File: config.mk
export PLATFORM = sky130hd
export DESIGN_NAME = mat_core
export DESIGN_NICKNAME = d
export VERILOG_FILES = /design/src/hw/mat_pkg.sv /design/src/hw/mat_alu.sv /design/src/hw/mat_core.sv
export SDC_FILE = /design/constraint.sdc
export NUM_CORES = 1
export LEC_CHECK = 0
export BUFFER_PORTS_ARGS = -buffer_cell sky130_fd_sc_hd__buf_2
export CORE_MARGIN = 2
export CORE_UTILIZATION = 57
export CTS_BUF_LIST = sky130_fd_sc_hd__clkbuf_8 sky130_fd_sc_hd__clkbuf_16
export DETAILED_ROUTE_END_ITERATION = 8
export PLACE_DENSITY = 0.79
export REMOVE_ABC_BUFFERS = 1
export SYNTH_ARGS = -nofsm -noshare
export SYNTH_HDL_FRONTEND = slang
export SYNTH_SLANG_ARGS = --single-unit
File: constraint.sdc
create_clock -name CLK -period 17.5 [get_ports CLK]
set_input_delay 1.75 -clock CLK [delete_from_list [all_inputs] [get_ports CLK]]
set_output_delay 1.75 -clock CLK [all_outputs]
set_load 0.02 [all_outputs]
File: src/hw/mat_pkg.sv
package mat_pkg;

  // ---------------------------------------------------------------
  // special function register addresses
  // ---------------------------------------------------------------
  localparam logic [7:0] SFR_MAIN_RESULT = 8'hE0;
  localparam logic [7:0] SFR_OPERAND_B   = 8'hF0;
  localparam logic [7:0] SFR_STATUS      = 8'hD0;
  localparam logic [7:0] SFR_PTR_LO      = 8'h82;
  localparam logic [7:0] SFR_PTR_HI      = 8'h83;

  // ---------------------------------------------------------------
  // status flags word bit positions
  // ---------------------------------------------------------------
  localparam int FLAG_CY = 7;
  localparam int FLAG_AC = 6;
  localparam int FLAG_OV = 2;
  localparam int BANK_LO = 3;

  // ---------------------------------------------------------------
  // reset values
  // ---------------------------------------------------------------
  localparam logic [7:0]  RST_BYTE = 8'h00;
  localparam logic [15:0] RST_PTR  = 16'h0000;
  localparam logic [15:0] RST_PC   = 16'h0000;

  // ---------------------------------------------------------------
  // cycle and byte counts
  // ---------------------------------------------------------------
  localparam logic [2:0] CYC_SHORT    = 3'h1;
  localparam logic [2:0] CYC_MEM_OPND = 3'h2;
  localparam logic [2:0] CYC_INC_REG  = 3'h2;
  localparam logic [2:0] CYC_RMW      = 3'h3;
  localparam logic [2:0] CYC_RMW_IMM  = 3'h4;
  localparam logic [2:0] CYC_MULDIV   = 3'h5;
  localparam logic [1:0] BYTES_ONE    = 2'h1;
  localparam logic [1:0] BYTES_TWO    = 2'h2;
  localparam logic [1:0] BYTES_THREE  = 2'h3;

  // ---------------------------------------------------------------
  // opcode encodings
  // ---------------------------------------------------------------
  localparam logic [7:0] OPC_NOP  = 8'h00;
  localparam logic [7:0] OPC_MUL  = 8'hA4;
  localparam logic [7:0] OPC_DIV  = 8'h84;
  localparam logic [7:0] OPC_PINC = 8'hA3;
  localparam logic [7:0] OPC_CLR  = 8'hE4;
  localparam logic [7:0] OPC_CPL  = 8'hF4;
  localparam logic [7:0] OPC_RL   = 8'h23;
  localparam logic [7:0] OPC_RLC  = 8'h33;
  localparam logic [7:0] OPC_RR   = 8'h03;
  localparam logic [7:0] OPC_RRC  = 8'h13;
  localparam logic [7:0] OPC_SWAP = 8'hC4;
  localparam logic [7:0] OPC_DA   = 8'hD4;
  localparam logic [3:0] GRP_INC  = 4'h0;
  localparam logic [3:0] GRP_DEC  = 4'h1;
  localparam logic [3:0] GRP_ADD  = 4'h2;
  localparam logic [3:0] GRP_ADDC = 4'h3;
  localparam logic [3:0] GRP_ORL  = 4'h4;
  localparam logic [3:0] GRP_ANL  = 4'h5;
  localparam logic [3:0] GRP_XRL  = 4'h6;
  localparam logic [3:0] GRP_SUBB = 4'h9;
  localparam logic [3:0] LO_MEM_A   = 4'h2;
  localparam logic [3:0] LO_MEM_IMM = 4'h3;
  localparam logic [3:0] LO_IMM     = 4'h4;
  localparam logic [3:0] LO_DIR     = 4'h5;

  // ---------------------------------------------------------------
  // decimal adjust constants
  // ---------------------------------------------------------------
  localparam logic [3:0] BCD_MAX   = 4'h9;
  localparam logic [8:0] DA_LO_ADJ = 9'h006;
  localparam logic [8:0] DA_HI_ADJ = 9'h060;

  // ---------------------------------------------------------------
  // types
  // ---------------------------------------------------------------
  typedef enum logic [4:0] {
    OP_PASS, OP_ADD, OP_ADDC, OP_SUBB, OP_AND, OP_OR, OP_XOR,
    OP_INC, OP_DEC, OP_CLR, OP_CPL, OP_RL, OP_RLC, OP_RR, OP_RRC,
    OP_SWAP, OP_DA, OP_MUL, OP_DIV
  } mat_op_t;

  typedef enum logic [2:0] {
    K_NONE, K_NOP, K_ACC, K_UNARY, K_MEM, K_MULDIV, K_PTRINC
  } mat_kind_t;

  typedef enum logic [2:0] {M_NONE, M_REG, M_IND, M_DIR, M_IMM} mat_mode_t;

  typedef enum logic [2:0] {
    SEL_NONE, SEL_A, SEL_B, SEL_PSW, SEL_PLO, SEL_PHI
  } mat_sfr_t;

  typedef struct packed {
    mat_kind_t  kind;
    mat_mode_t  mode;
    mat_op_t    aop;
    logic       mem_imm;
    logic [1:0] nbytes;
    logic [2:0] ncyc;
  } mat_dec_t;

  typedef struct packed {
    logic [7:0] res;
    logic [7:0] res_hi;
    logic       cy;
    logic       ac;
    logic       ov;
    logic       wr_cy;
    logic       wr_ac;
    logic       wr_ov;
    logic       wr_hi;
  } mat_alu_res_t;

endpackage

File: src/hw/mat_alu.sv
`timescale 1ns/1ps

module mat_alu (
  // operation and operands
  input  mat_pkg::mat_op_t     op,
  input  logic [7:0]           x,
  input  logic [7:0]           y,
  input  logic                 cy_in,
  input  logic                 ac_in,
  // result and flags
  output mat_pkg::mat_alu_res_t r
);

  // ---------------------------------------------------------------
  // adder shared by add, add with carry and subtract with borrow
  // ---------------------------------------------------------------
  logic       sub;
  logic       c0;
  logic [7:0] yy;
  logic [4:0] s_lo;
  logic [7:0] s_7;
  logic [8:0] s_full;
  logic [15:0] prod;
  logic [7:0] quo;
  logic [7:0] rem;
  logic       adj_lo;
  logic       adj_hi;
  logic [8:0] da1;
  logic [8:0] da2;

  // unsigned arithmetic; borrow is the inverted carry
  assign sub    = op == mat_pkg::OP_SUBB;
  assign c0     = sub ? ~cy_in : (op == mat_pkg::OP_ADDC) & cy_in;
  assign yy     = sub ? ~y : y;
  assign s_lo   = {1'b0, x[3:0]} + {1'b0, yy[3:0]} + {4'h0, c0};
  assign s_7    = {1'b0, x[6:0]} + {1'b0, yy[6:0]} + {7'h00, c0};
  assign s_full = {1'b0, x} + {1'b0, yy} + {8'h00, c0};
  assign prod   = x * y;
  assign quo    = (y != 8'h00) ? x / y : x;
  assign rem    = (y != 8'h00) ? x % y : y;
  assign adj_lo = (x[3:0] > mat_pkg::BCD_MAX) | ac_in;
  assign da1    = {1'b0, x} + (adj_lo ? mat_pkg::DA_LO_ADJ : 9'h000);
  assign adj_hi = (da1[7:4] > mat_pkg::BCD_MAX) | cy_in | da1[8];
  assign da2    = da1 + (adj_hi ? mat_pkg::DA_HI_ADJ : 9'h000);

  // ---------------------------------------------------------------
  // operation select
  // ---------------------------------------------------------------
  always_comb begin
    r     = '0;
    r.res = x;
    case (op)
      mat_pkg::OP_ADD, mat_pkg::OP_ADDC, mat_pkg::OP_SUBB: begin
        r.res   = s_full[7:0];
        r.cy    = s_full[8] ^ sub;
        r.ac    = s_lo[4] ^ sub;
        r.ov    = s_full[8] ^ s_7[7];
        r.wr_cy = 1'b1;
        r.wr_ac = 1'b1;
        r.wr_ov = 1'b1;
      end
      mat_pkg::OP_AND: r.res = x & y;
      mat_pkg::OP_OR:  r.res = x | y;
      mat_pkg::OP_XOR: r.res = x ^ y;
      mat_pkg::OP_CPL: r.res = ~x;
      mat_pkg::OP_INC: r.res = x + 8'h01;
      mat_pkg::OP_DEC: r.res = x - 8'h01;
      mat_pkg::OP_CLR: r.res = 8'h00;
      mat_pkg::OP_RL:  r.res = {x[6:0], x[7]};
      mat_pkg::OP_RR:  r.res = {x[0], x[7:1]};
      mat_pkg::OP_RLC: begin
        r.res   = {x[6:0], cy_in};
        r.cy    = x[7];
        r.wr_cy = 1'b1;
      end
      mat_pkg::OP_RRC: begin
        r.res   = {cy_in, x[7:1]};
        r.cy    = x[0];
        r.wr_cy = 1'b1;
      end
      mat_pkg::OP_SWAP: r.res = {x[3:0], x[7:4]};
      mat_pkg::OP_DA: begin
        r.res   = da2[7:0];
        r.cy    = cy_in | da1[8] | da2[8];
        r.wr_cy = 1'b1;
      end
      mat_pkg::OP_MUL: begin
        r.res    = prod[7:0];
        r.res_hi = prod[15:8];
        r.ov     = prod[15:8] != 8'h00;
        r.wr_cy  = 1'b1;
        r.wr_ov  = 1'b1;
        r.wr_hi  = 1'b1;
      end
      mat_pkg::OP_DIV: begin
        // divide by zero leaves both operands untouched and sets overflow
        r.res    = quo;
        r.res_hi = rem;
        r.ov     = y == 8'h00;
        r.wr_cy  = 1'b1;
        r.wr_ov  = 1'b1;
        r.wr_hi  = y != 8'h00;
      end
      default: r.res = x;
    endcase
  end

endmodule

File: src/hw/mat_core.sv
`timescale 1ns/1ps

// Behaviour
// - one machine cycle per clock; every cycle count is a clock count
// - opcodes use legacy encoding and legacy function
// - next opcode fetch overlaps current execution; no dummy fetches
// - arithmetic treats all 8-bit operands as unsigned
// - rotate, swap, clear, complement, decimal adjust act on main result only
// - operands from main result, second operand or memory; result out
// - carry, overflow and parity live in the memory-mapped flags word
// - add: register 1 cycle, direct, indirect, immediate 2 cycles
// - add with carry: register 1 cycle, other forms 2 cycles
// - subtract with borrow: register 1 cycle, other forms 2 cycles
// - inc/dec: main result 1, register 2, memory 3, pointer inc 1
// - multiply and divide with second operand, one byte, 5 cycles
// - clear, complement, rotates, swap, decimal adjust finish in 1 cycle
// - and: register 1, memory forms 2, to direct 3, immediate to direct 4
// - or: register 1, memory forms 2, to direct 3, immediate to direct 4
// - xor: register 1, memory forms 2, to direct 3, immediate to direct 4
// - unit offers and, or, xor, not, add, add with carry, subtract
// - most one-byte instructions complete in a single cycle
module mat_core #(
  parameter logic [15:0] RESET_PC = mat_pkg::RST_PC
) (
  // clock and control
  input  logic        CLK,
  input  logic        RESET,
  input  logic        CE,
  // code memory, combinational read
  output logic [15:0] CODE_ADDR,
  output logic        CODE_RD,
  input  logic [7:0]  CODE_DATA,
  // data memory, combinational read
  output logic [7:0]  DATA_ADDR,
  output logic        DATA_RD,
  output logic        DATA_WR,
  output logic [7:0]  DATA_WDATA,
  input  logic [7:0]  DATA_RDATA,
  // architectural state
  output logic [7:0]  MAIN_RESULT,
  output logic [7:0]  OPERAND_B,
  output logic [7:0]  STATUS_FLAGS,
  output logic [15:0] POINTER16,
  // status
  output logic [7:0]  ALU_OUT,
  output logic        INSTR_DONE,
  output logic        UNSUPPORTED
);

  // ---------------------------------------------------------------
  // decode
  // ---------------------------------------------------------------
  function automatic mat_pkg::mat_dec_t decode(input logic [7:0] op);
    mat_pkg::mat_dec_t  d;
    mat_pkg::mat_mode_t m;
    logic [3:0]         hi;
    logic [3:0]         lo;
    logic               lgc;
    logic               incdec;
    hi     = op[7:4];
    lo     = op[3:0];
    lgc    = hi == mat_pkg::GRP_ORL || hi == mat_pkg::GRP_ANL ||
             hi == mat_pkg::GRP_XRL;
    incdec = hi == mat_pkg::GRP_INC || hi == mat_pkg::GRP_DEC;
    if (lo[3])
      m = mat_pkg::M_REG;
    else if (lo[3:1] == 3'b011)
      m = mat_pkg::M_IND;
    else if (lo == mat_pkg::LO_DIR)
      m = mat_pkg::M_DIR;
    else if (lo == mat_pkg::LO_IMM)
      m = mat_pkg::M_IMM;
    else
      m = mat_pkg::M_NONE;
    d.kind    = mat_pkg::K_NONE;
    d.mode    = m;
    d.mem_imm = 1'b0;
    d.ncyc    = mat_pkg::CYC_SHORT;
    d.nbytes  = (m == mat_pkg::M_DIR || m == mat_pkg::M_IMM) ?
                mat_pkg::BYTES_TWO : mat_pkg::BYTES_ONE;
    case (hi)
      mat_pkg::GRP_ADD:  d.aop = mat_pkg::OP_ADD;
      mat_pkg::GRP_ADDC: d.aop = mat_pkg::OP_ADDC;
      mat_pkg::GRP_SUBB: d.aop = mat_pkg::OP_SUBB;
      mat_pkg::GRP_ORL:  d.aop = mat_pkg::OP_OR;
      mat_pkg::GRP_ANL:  d.aop = mat_pkg::OP_AND;
      mat_pkg::GRP_XRL:  d.aop = mat_pkg::OP_XOR;
      mat_pkg::GRP_INC:  d.aop = mat_pkg::OP_INC;
      mat_pkg::GRP_DEC:  d.aop = mat_pkg::OP_DEC;
      default:           d.aop = mat_pkg::OP_PASS;
    endcase
    if (d.aop != mat_pkg::OP_PASS && !incdec && m != mat_pkg::M_NONE) begin
      d.kind = mat_pkg::K_ACC;
      d.ncyc = (m == mat_pkg::M_REG) ?
               mat_pkg::CYC_SHORT : mat_pkg::CYC_MEM_OPND;
    end else if (lgc && lo == mat_pkg::LO_MEM_A) begin
      d.kind   = mat_pkg::K_MEM;
      d.mode   = mat_pkg::M_DIR;
      d.nbytes = mat_pkg::BYTES_TWO;
      d.ncyc   = mat_pkg::CYC_RMW;
    end else if (lgc && lo == mat_pkg::LO_MEM_IMM) begin
      d.kind    = mat_pkg::K_MEM;
      d.mode    = mat_pkg::M_DIR;
      d.mem_imm = 1'b1;
      d.nbytes  = mat_pkg::BYTES_THREE;
      d.ncyc    = mat_pkg::CYC_RMW_IMM;
    end else if (incdec && m == mat_pkg::M_IMM) begin
      d.kind   = mat_pkg::K_UNARY;
      d.mode   = mat_pkg::M_NONE;
      d.nbytes = mat_pkg::BYTES_ONE;
    end else if (incdec && m != mat_pkg::M_NONE) begin
      d.kind = mat_pkg::K_MEM;
      d.ncyc = (m == mat_pkg::M_REG) ?
               mat_pkg::CYC_INC_REG : mat_pkg::CYC_RMW;
    end else begin
      d.mode   = mat_pkg::M_NONE;
      d.nbytes = mat_pkg::BYTES_ONE;
      d.aop    = mat_pkg::OP_PASS;
      case (op)
        mat_pkg::OPC_NOP:  d.kind = mat_pkg::K_NOP;
        mat_pkg::OPC_PINC: d.kind = mat_pkg::K_PTRINC;
        mat_pkg::OPC_CLR:  d.aop  = mat_pkg::OP_CLR;
        mat_pkg::OPC_CPL:  d.aop  = mat_pkg::OP_CPL;
        mat_pkg::OPC_RL:   d.aop  = mat_pkg::OP_RL;
        mat_pkg::OPC_RLC:  d.aop  = mat_pkg::OP_RLC;
        mat_pkg::OPC_RR:   d.aop  = mat_pkg::OP_RR;
        mat_pkg::OPC_RRC:  d.aop  = mat_pkg::OP_RRC;
        mat_pkg::OPC_SWAP: d.aop  = mat_pkg::OP_SWAP;
        mat_pkg::OPC_DA:   d.aop  = mat_pkg::OP_DA;
        mat_pkg::OPC_MUL:  d.aop  = mat_pkg::OP_MUL;
        mat_pkg::OPC_DIV:  d.aop  = mat_pkg::OP_DIV;
        default:           d.kind = mat_pkg::K_NONE;
      endcase
      if (op == mat_pkg::OPC_MUL || op == mat_pkg::OPC_DIV) begin
        d.kind = mat_pkg::K_MULDIV;
        d.ncyc = mat_pkg::CYC_MULDIV;
      end else if (d.aop != mat_pkg::OP_PASS)
        d.kind = mat_pkg::K_UNARY;
    end
    return d;
  endfunction

  // special function registers held inside the core
  function automatic mat_pkg::mat_sfr_t sfr_sel(input logic [7:0] adr);
    case (adr)
      mat_pkg::SFR_MAIN_RESULT: return mat_pkg::SEL_A;
      mat_pkg::SFR_OPERAND_B:   return mat_pkg::SEL_B;
      mat_pkg::SFR_STATUS:      return mat_pkg::SEL_PSW;
      mat_pkg::SFR_PTR_LO:      return mat_pkg::SEL_PLO;
      mat_pkg::SFR_PTR_HI:      return mat_pkg::SEL_PHI;
      default:                  return mat_pkg::SEL_NONE;
    endcase
  endfunction

  // ---------------------------------------------------------------
  // state
  // ---------------------------------------------------------------
  logic [7:0]  a_reg, a_next;
  logic [7:0]  b_reg, b_next;
  logic [7:0]  st_reg, st_next;
  logic [15:0] ptr_reg, ptr_next;
  logic [15:0] pc_reg;
  logic [2:0]  cnt_reg;
  logic [7:0]  opc_reg;
  logic [7:0]  tmp_reg;
  logic [7:0]  ea_reg;
  logic [7:0]  ri_reg;
  logic [7:0]  imm_reg;
  logic [7:0]  out_reg;

  mat_pkg::mat_dec_t     dec;
  mat_pkg::mat_alu_res_t alu;
  mat_pkg::mat_sfr_t     rd_sel;
  mat_pkg::mat_sfr_t     wr_sel;
  logic [7:0]  cur_op;
  logic        last;
  logic        fetch;
  logic [1:0]  bank;
  logic [7:0]  rn_addr;
  logic [7:0]  ri_addr;
  logic        uses_mem;
  logic [2:0]  rd_cyc;
  logic        ptr_phase;
  logic        rd_phase;
  logic        wr_phase;
  logic [7:0]  ea_now;
  logic [7:0]  flags;
  logic [7:0]  local_val;
  logic [7:0]  rd_val;
  logic [7:0]  mem_val;
  logic [7:0]  alu_x;
  logic [7:0]  alu_y;

  // ---------------------------------------------------------------
  // sequencing
  // ---------------------------------------------------------------
  // the opcode is live on the code bus in the first cycle only
  assign cur_op = (cnt_reg == 3'h0) ? CODE_DATA : opc_reg;
  assign dec    = decode(cur_op);
  assign last   = cnt_reg == (dec.ncyc - 3'h1);
  assign fetch  = cnt_reg < {1'b0, dec.nbytes};

  // ---------------------------------------------------------------
  // operand addressing
  // ---------------------------------------------------------------
  assign bank     = st_reg[mat_pkg::BANK_LO +: 2];
  assign rn_addr  = {3'b000, bank, cur_op[2:0]};
  assign ri_addr  = {3'b000, bank, 2'b00, cur_op[0]};
  assign uses_mem = (dec.kind == mat_pkg::K_ACC ||
                     dec.kind == mat_pkg::K_MEM) &&
                    dec.mode != mat_pkg::M_IMM;
  assign rd_cyc   = (dec.mode == mat_pkg::M_REG) ? 3'h0 : 3'h1;
  assign ptr_phase = uses_mem && dec.mode == mat_pkg::M_IND &&
                     cnt_reg == 3'h0;
  assign rd_phase  = uses_mem && cnt_reg == rd_cyc;
  assign wr_phase  = dec.kind == mat_pkg::K_MEM && last;
  assign ea_now = (dec.mode == mat_pkg::M_REG) ? rn_addr :
                  (dec.mode == mat_pkg::M_IND) ? ri_reg : CODE_DATA;

  // direct addresses of core registers stay inside the core
  assign rd_sel = (dec.mode == mat_pkg::M_DIR) ? sfr_sel(ea_now) :
                  mat_pkg::SEL_NONE;
  assign wr_sel = (dec.mode == mat_pkg::M_DIR) ? sfr_sel(ea_reg) :
                  mat_pkg::SEL_NONE;
  assign flags  = {st_reg[7:1], ^a_reg};
  assign local_val = (rd_sel == mat_pkg::SEL_A)   ? a_reg :
                     (rd_sel == mat_pkg::SEL_B)   ? b_reg :
                     (rd_sel == mat_pkg::SEL_PSW) ? flags :
                     (rd_sel == mat_pkg::SEL_PLO) ? ptr_reg[7:0] :
                     ptr_reg[15:8];
  assign rd_val  = (rd_sel == mat_pkg::SEL_NONE) ? DATA_RDATA : local_val;
  assign mem_val = rd_phase ? rd_val : tmp_reg;

  // ---------------------------------------------------------------
  // arithmetic unit
  // ---------------------------------------------------------------
  assign alu_x = (dec.kind == mat_pkg::K_MEM) ? mem_val : a_reg;
  assign alu_y = (dec.kind == mat_pkg::K_MEM) ?
                   (dec.mem_imm ? imm_reg : a_reg) :
                 (dec.kind == mat_pkg::K_MULDIV) ? b_reg :
                 (dec.mode == mat_pkg::M_IMM) ? CODE_DATA : mem_val;

  mat_alu u_alu (
    .op    (dec.aop),
    .x     (alu_x),
    .y     (alu_y),
    .cy_in (st_reg[mat_pkg::FLAG_CY]),
    .ac_in (st_reg[mat_pkg::FLAG_AC]),
    .r     (alu)
  );

  // ---------------------------------------------------------------
  // architectural next state
  // ---------------------------------------------------------------
  always_comb begin
    a_next   = a_reg;
    b_next   = b_reg;
    st_next  = st_reg;
    ptr_next = ptr_reg;
    if (last) begin
      case (dec.kind)
        mat_pkg::K_ACC, mat_pkg::K_UNARY: a_next = alu.res;
        mat_pkg::K_MULDIV: begin
          a_next = alu.res;
          if (alu.wr_hi)
            b_next = alu.res_hi;
        end
        mat_pkg::K_PTRINC: ptr_next = ptr_reg + 16'h0001;
        mat_pkg::K_MEM: begin
          case (wr_sel)
            mat_pkg::SEL_A:   a_next = alu.res;
            mat_pkg::SEL_B:   b_next = alu.res;
            mat_pkg::SEL_PSW: st_next = alu.res;
            mat_pkg::SEL_PLO: ptr_next[7:0] = alu.res;
            mat_pkg::SEL_PHI: ptr_next[15:8] = alu.res;
            default:          st_next = st_reg;
          endcase
        end
        default: a_next = a_reg;
      endcase
      if (alu.wr_cy)
        st_next[mat_pkg::FLAG_CY] = alu.cy;
      if (alu.wr_ac)
        st_next[mat_pkg::FLAG_AC] = alu.ac;
      if (alu.wr_ov)
        st_next[mat_pkg::FLAG_OV] = alu.ov;
    end
  end

  // ---------------------------------------------------------------
  // registers
  // ---------------------------------------------------------------
  always_ff @(posedge CLK) begin
    if (RESET) begin
      cnt_reg <= 3'h0;
      pc_reg  <= RESET_PC;
      opc_reg <= mat_pkg::RST_BYTE;
    end else if (CE) begin
      cnt_reg <= last ? 3'h0 : cnt_reg + 3'h1;
      pc_reg  <= fetch ? pc_reg + 16'h0001 : pc_reg;
      if (cnt_reg == 3'h0)
        opc_reg <= CODE_DATA;
    end
  end

  always_ff @(posedge CLK) begin
    if (RESET) begin
      ri_reg  <= mat_pkg::RST_BYTE;
      tmp_reg <= mat_pkg::RST_BYTE;
      ea_reg  <= mat_pkg::RST_BYTE;
      imm_reg <= mat_pkg::RST_BYTE;
    end else if (CE) begin
      if (ptr_phase)
        ri_reg <= DATA_RDATA;
      if (rd_phase) begin
        tmp_reg <= rd_val;
        ea_reg  <= ea_now;
      end
      if (cnt_reg == 3'h2)
        imm_reg <= CODE_DATA;
    end
  end

  always_ff @(posedge CLK) begin
    if (RESET) begin
      a_reg   <= mat_pkg::RST_BYTE;
      b_reg   <= mat_pkg::RST_BYTE;
      st_reg  <= mat_pkg::RST_BYTE;
      ptr_reg <= mat_pkg::RST_PTR;
      out_reg <= mat_pkg::RST_BYTE;
    end else if (CE) begin
      a_reg   <= a_next;
      b_reg   <= b_next;
      st_reg  <= st_next;
      ptr_reg <= ptr_next;
      if (last)
        out_reg <= alu.res;
    end
  end

  // ---------------------------------------------------------------
  // outputs
  // ---------------------------------------------------------------
  assign CODE_ADDR    = pc_reg;
  assign CODE_RD      = CE & fetch & ~RESET;
  assign DATA_ADDR    = wr_phase ? ea_reg : ptr_phase ? ri_addr : ea_now;
  assign DATA_RD      = CE & ~RESET & (ptr_phase |
                        (rd_phase & rd_sel == mat_pkg::SEL_NONE));
  assign DATA_WR      = CE & ~RESET & wr_phase &
                        (wr_sel == mat_pkg::SEL_NONE);
  assign DATA_WDATA   = alu.res;
  assign MAIN_RESULT  = a_reg;
  assign OPERAND_B    = b_reg;
  assign STATUS_FLAGS = flags;
  assign POINTER16    = ptr_reg;
  assign ALU_OUT      = out_reg;
  assign INSTR_DONE   = CE & ~RESET & last;
  assign UNSUPPORTED  = CE & ~RESET & (dec.kind == mat_pkg::K_NONE);

endmodule

==> metrics.txt <==
crit-path most repeated cell=a21o_1; Wirelength per Cell=24.26 µm; core box area=24390 µm²; CTS Hold Bufs=0; detailed router's first-iteration violation count=between 2000 and 2500; CTS tree=yes; IO Count=104; Worst Skew=~0.015 ns; hold_sp=ALU_OUT[3]; n_diodes=0; simple-gate share of the synthesized area=23.77%; critical path startpoint=CODE_DATA[4]; Skew-Pair Late Insertion Delay=roughly 0.37 ns; Yosys top cell by area=dfxtp_1; EDFF count, synth=0; GR Util met1=around 53%; failing checks=design-rule violations, negative setup slack; dpl hpwl=44.76 mm; residual DRC count=2; initial antenna violation count=0; CTS Buffer Depth=2; Synth Register Bits=106; global routing usage on met3=7.916%; max cap viols=0; most common cell after layout, fill and taps aside=nor2_1; endpoint class of the critical path=output port; CP Class=input port to output port; warnings from Yosys=0; mux cell area share after synthesis=4.756%; largest family of logic cells by synthesized area=compound AO/OA/AOI/OAI gates; first-pass GRT wire length=90.41 mm; grt peak-use layer=met2; share of cells above drive strength 1=23.92%; cts bufs inserted=9; H-tree Lvls=3; reg2reg setup slack=1.22 ns; Via Count=16700; area grow syn2layout=21.15%; prevailing post-synth register cell=dfxtp_1; Placed Cells incl. Taps=2407; total grt overflow=0; # fillers=2090; unrepaired setup endpoints after global routing=yes; total die area=between 20000 and 30000 µm²; Hold Fails Final Rpt=0; ys async rst share=0%; Synth top area share=~15%; Clock Sinks=around 110; Mapped Area=about 14000 µm²; clock transition time at the flip-flop clock pins of the worst setup and hold paths=0.08 ns; Synth Area in Compound Gates=28.27%; final setup TNS=-0.3891 ns; Syn Inst Count=1886; post-layout util=70.70%; Core Rows=57; Worst slew margin=23.29%; Distinct cells, synth=121; grt met2 use=72.46%; Initial Utilization=around three fifths; DRT Pass-1 Iters=9; Post-Synth XOR/XNOR Area=5.424%; post-synthesis sequential area ratio=14.91%; outcome=finished, violations left; Worst setup SP type=input port; vias in the first global route=16020; commonest non-fill, non-tap cells in the layout=nor2_1 (239), buf_4 (236), nand2_1 (156), a21oi_1 (121), ha_1 (116); fin. max-slew vios=0; maximum clock rate=between 50 and 60 MHz; Data required, critical path=roughly 16 ns; # port buffers=103; crit-path max cell delay=0.51 ns; period utilization=102.2%; clk root buf=clkbuf_16; fin worst setup slack=-0.3891 ns; min Tclk post-route=~18 ns; DRT antenna net count=0; WL final=59.90 mm; Vias/cell=6.762; GR Util All Layers=44.36%; Synth area leaders=dfxtp_1 (15%), ha_1 (11%), nor2_1 (6.5%); Worst-Margin Slew=roughly 1.2 ns; Final Non-Filler Cells=2469; Synth Area per Inst=roughly 7.5 µm²; reg2reg start=cnt_reg[0]; Slowest-stage cell, CP=or4bb_1; Hold Crit Class=flip-flop to flip-flop; critical path arrival=16.14 ns; largest net degree at the start of global routing=64; gpl congestion=roughly 1.1; Die Wd=162.0 µm; final setup fails=1; Die H=162.0 µm; nets=roughly 2300; CP max FO=7; adder and majority gate portion of the synthesized area=roughly 17%
[path summary, 6_finish.rpt]
| kind | end | cells after the start |
|---|---|---|
| max | DATA_WDATA[0] | 85 |
| min | ALU_OUT[3] | 2 |
| max reg2reg | OPERAND_B[0] | 88 |
| min reg2reg | ALU_OUT[3] | 2 |
[metal layers]
| metal | vias to the layer above | routed length, µm |
|---|---|---|
| met2 | 1221 | 26680 |
| met5 | - | 0 |
| li1 | 7377 | - |
| met4 | 0 | 5056 |
| met3 | 360 | 6147 |
| met1 | 7738 | 22010 |
[synthesized netlist by cell type (all sizes together), types with 6 or more instances]
cell type / count
a211oi: 39
a21o: 26
a21oi: 136
a221o: 6
a221oi: 14
a22oi: 12
a311oi: 6
a31oi: 26
and2: 16
and3: 25
and4: 6
buf: 39
clkbuf: 63
dfxtp: 106
fa: 42
ha: 122
inv: 107
mux2: 13
mux2i: 49
nand2: 158
nand2b: 29
nand3: 56
nand4: 15
nor2: 249
nor2b: 24
nor3: 54
nor3b: 6
nor4: 12
nor4b: 6
o211a: 6
o211ai: 25
o21a: 23
o21ai: 112
o21bai: 12
o221ai: 9
o22ai: 21
o31a: 14
o31ai: 16
or2: 8
or3: 10
xnor2: 59
xor2: 27
[logic make-up (layout without fill, tap and decap cells)]
group | after synthesis | count (layout)
and+or+nand+nor | 696 | 696
AOI/OAI and AO/OA | 563 | 563
buffers and inverters | 209 | 468
adders and majority gates | 164 | 164
DFF | 106 | 106
xor gates and xnor gates | 86 | 86
muxes | 62 | 62
[critical path: cells and delay by family]
kind                       cells  cell delay [ns]
AOI/OAI and AO/OA             40             6.79
buffers and inverters          9             1.03
adders and majority gates      8             2.19
muxes                          2             0.36
and+or+nand+nor               26             4.02
[metrics by stage]
stage	instance area, µm²	setup slack (ns)	hold WS (ns)
after floorplan	13750	-2.241	0.4300
after CTS	16740	0.02061	0.4629
after global routing	17240	-1.096	0.4923
final	17240	-0.3891	0.4600
after detailed placement	16180	-0.5845	0.4513
after global placement	16180	-0.03365	0.4414
[cell type report]
type / instances / area [µm²] / area share, %
timing repair buffer: 345 / 2391 / 13.87
tap: 324 / 405.4 / 2.351
clock buffer: 9 / 225.2 / 1.306
multi-input combinational: 1571 / 11630 / 67.44
sequential: 106 / 2122 / 12.31
inverter: 107 / 406.6 / 2.358
clock inverter: 7 / 65.06 / 0.3773
[repair_timing]
item / 4_1_cts / 5_1_grt
buffers inserted: 14 / 32
resized for setup: 39 / 59
endpoints found under the hold margin: 0 / 0
pin swaps: 15 / 69
setup endpoints to repair: 1 / 1
Power is not shown: default switching activity piles up to over one toggle a cycle in this logic, so the estimate is an artifact.
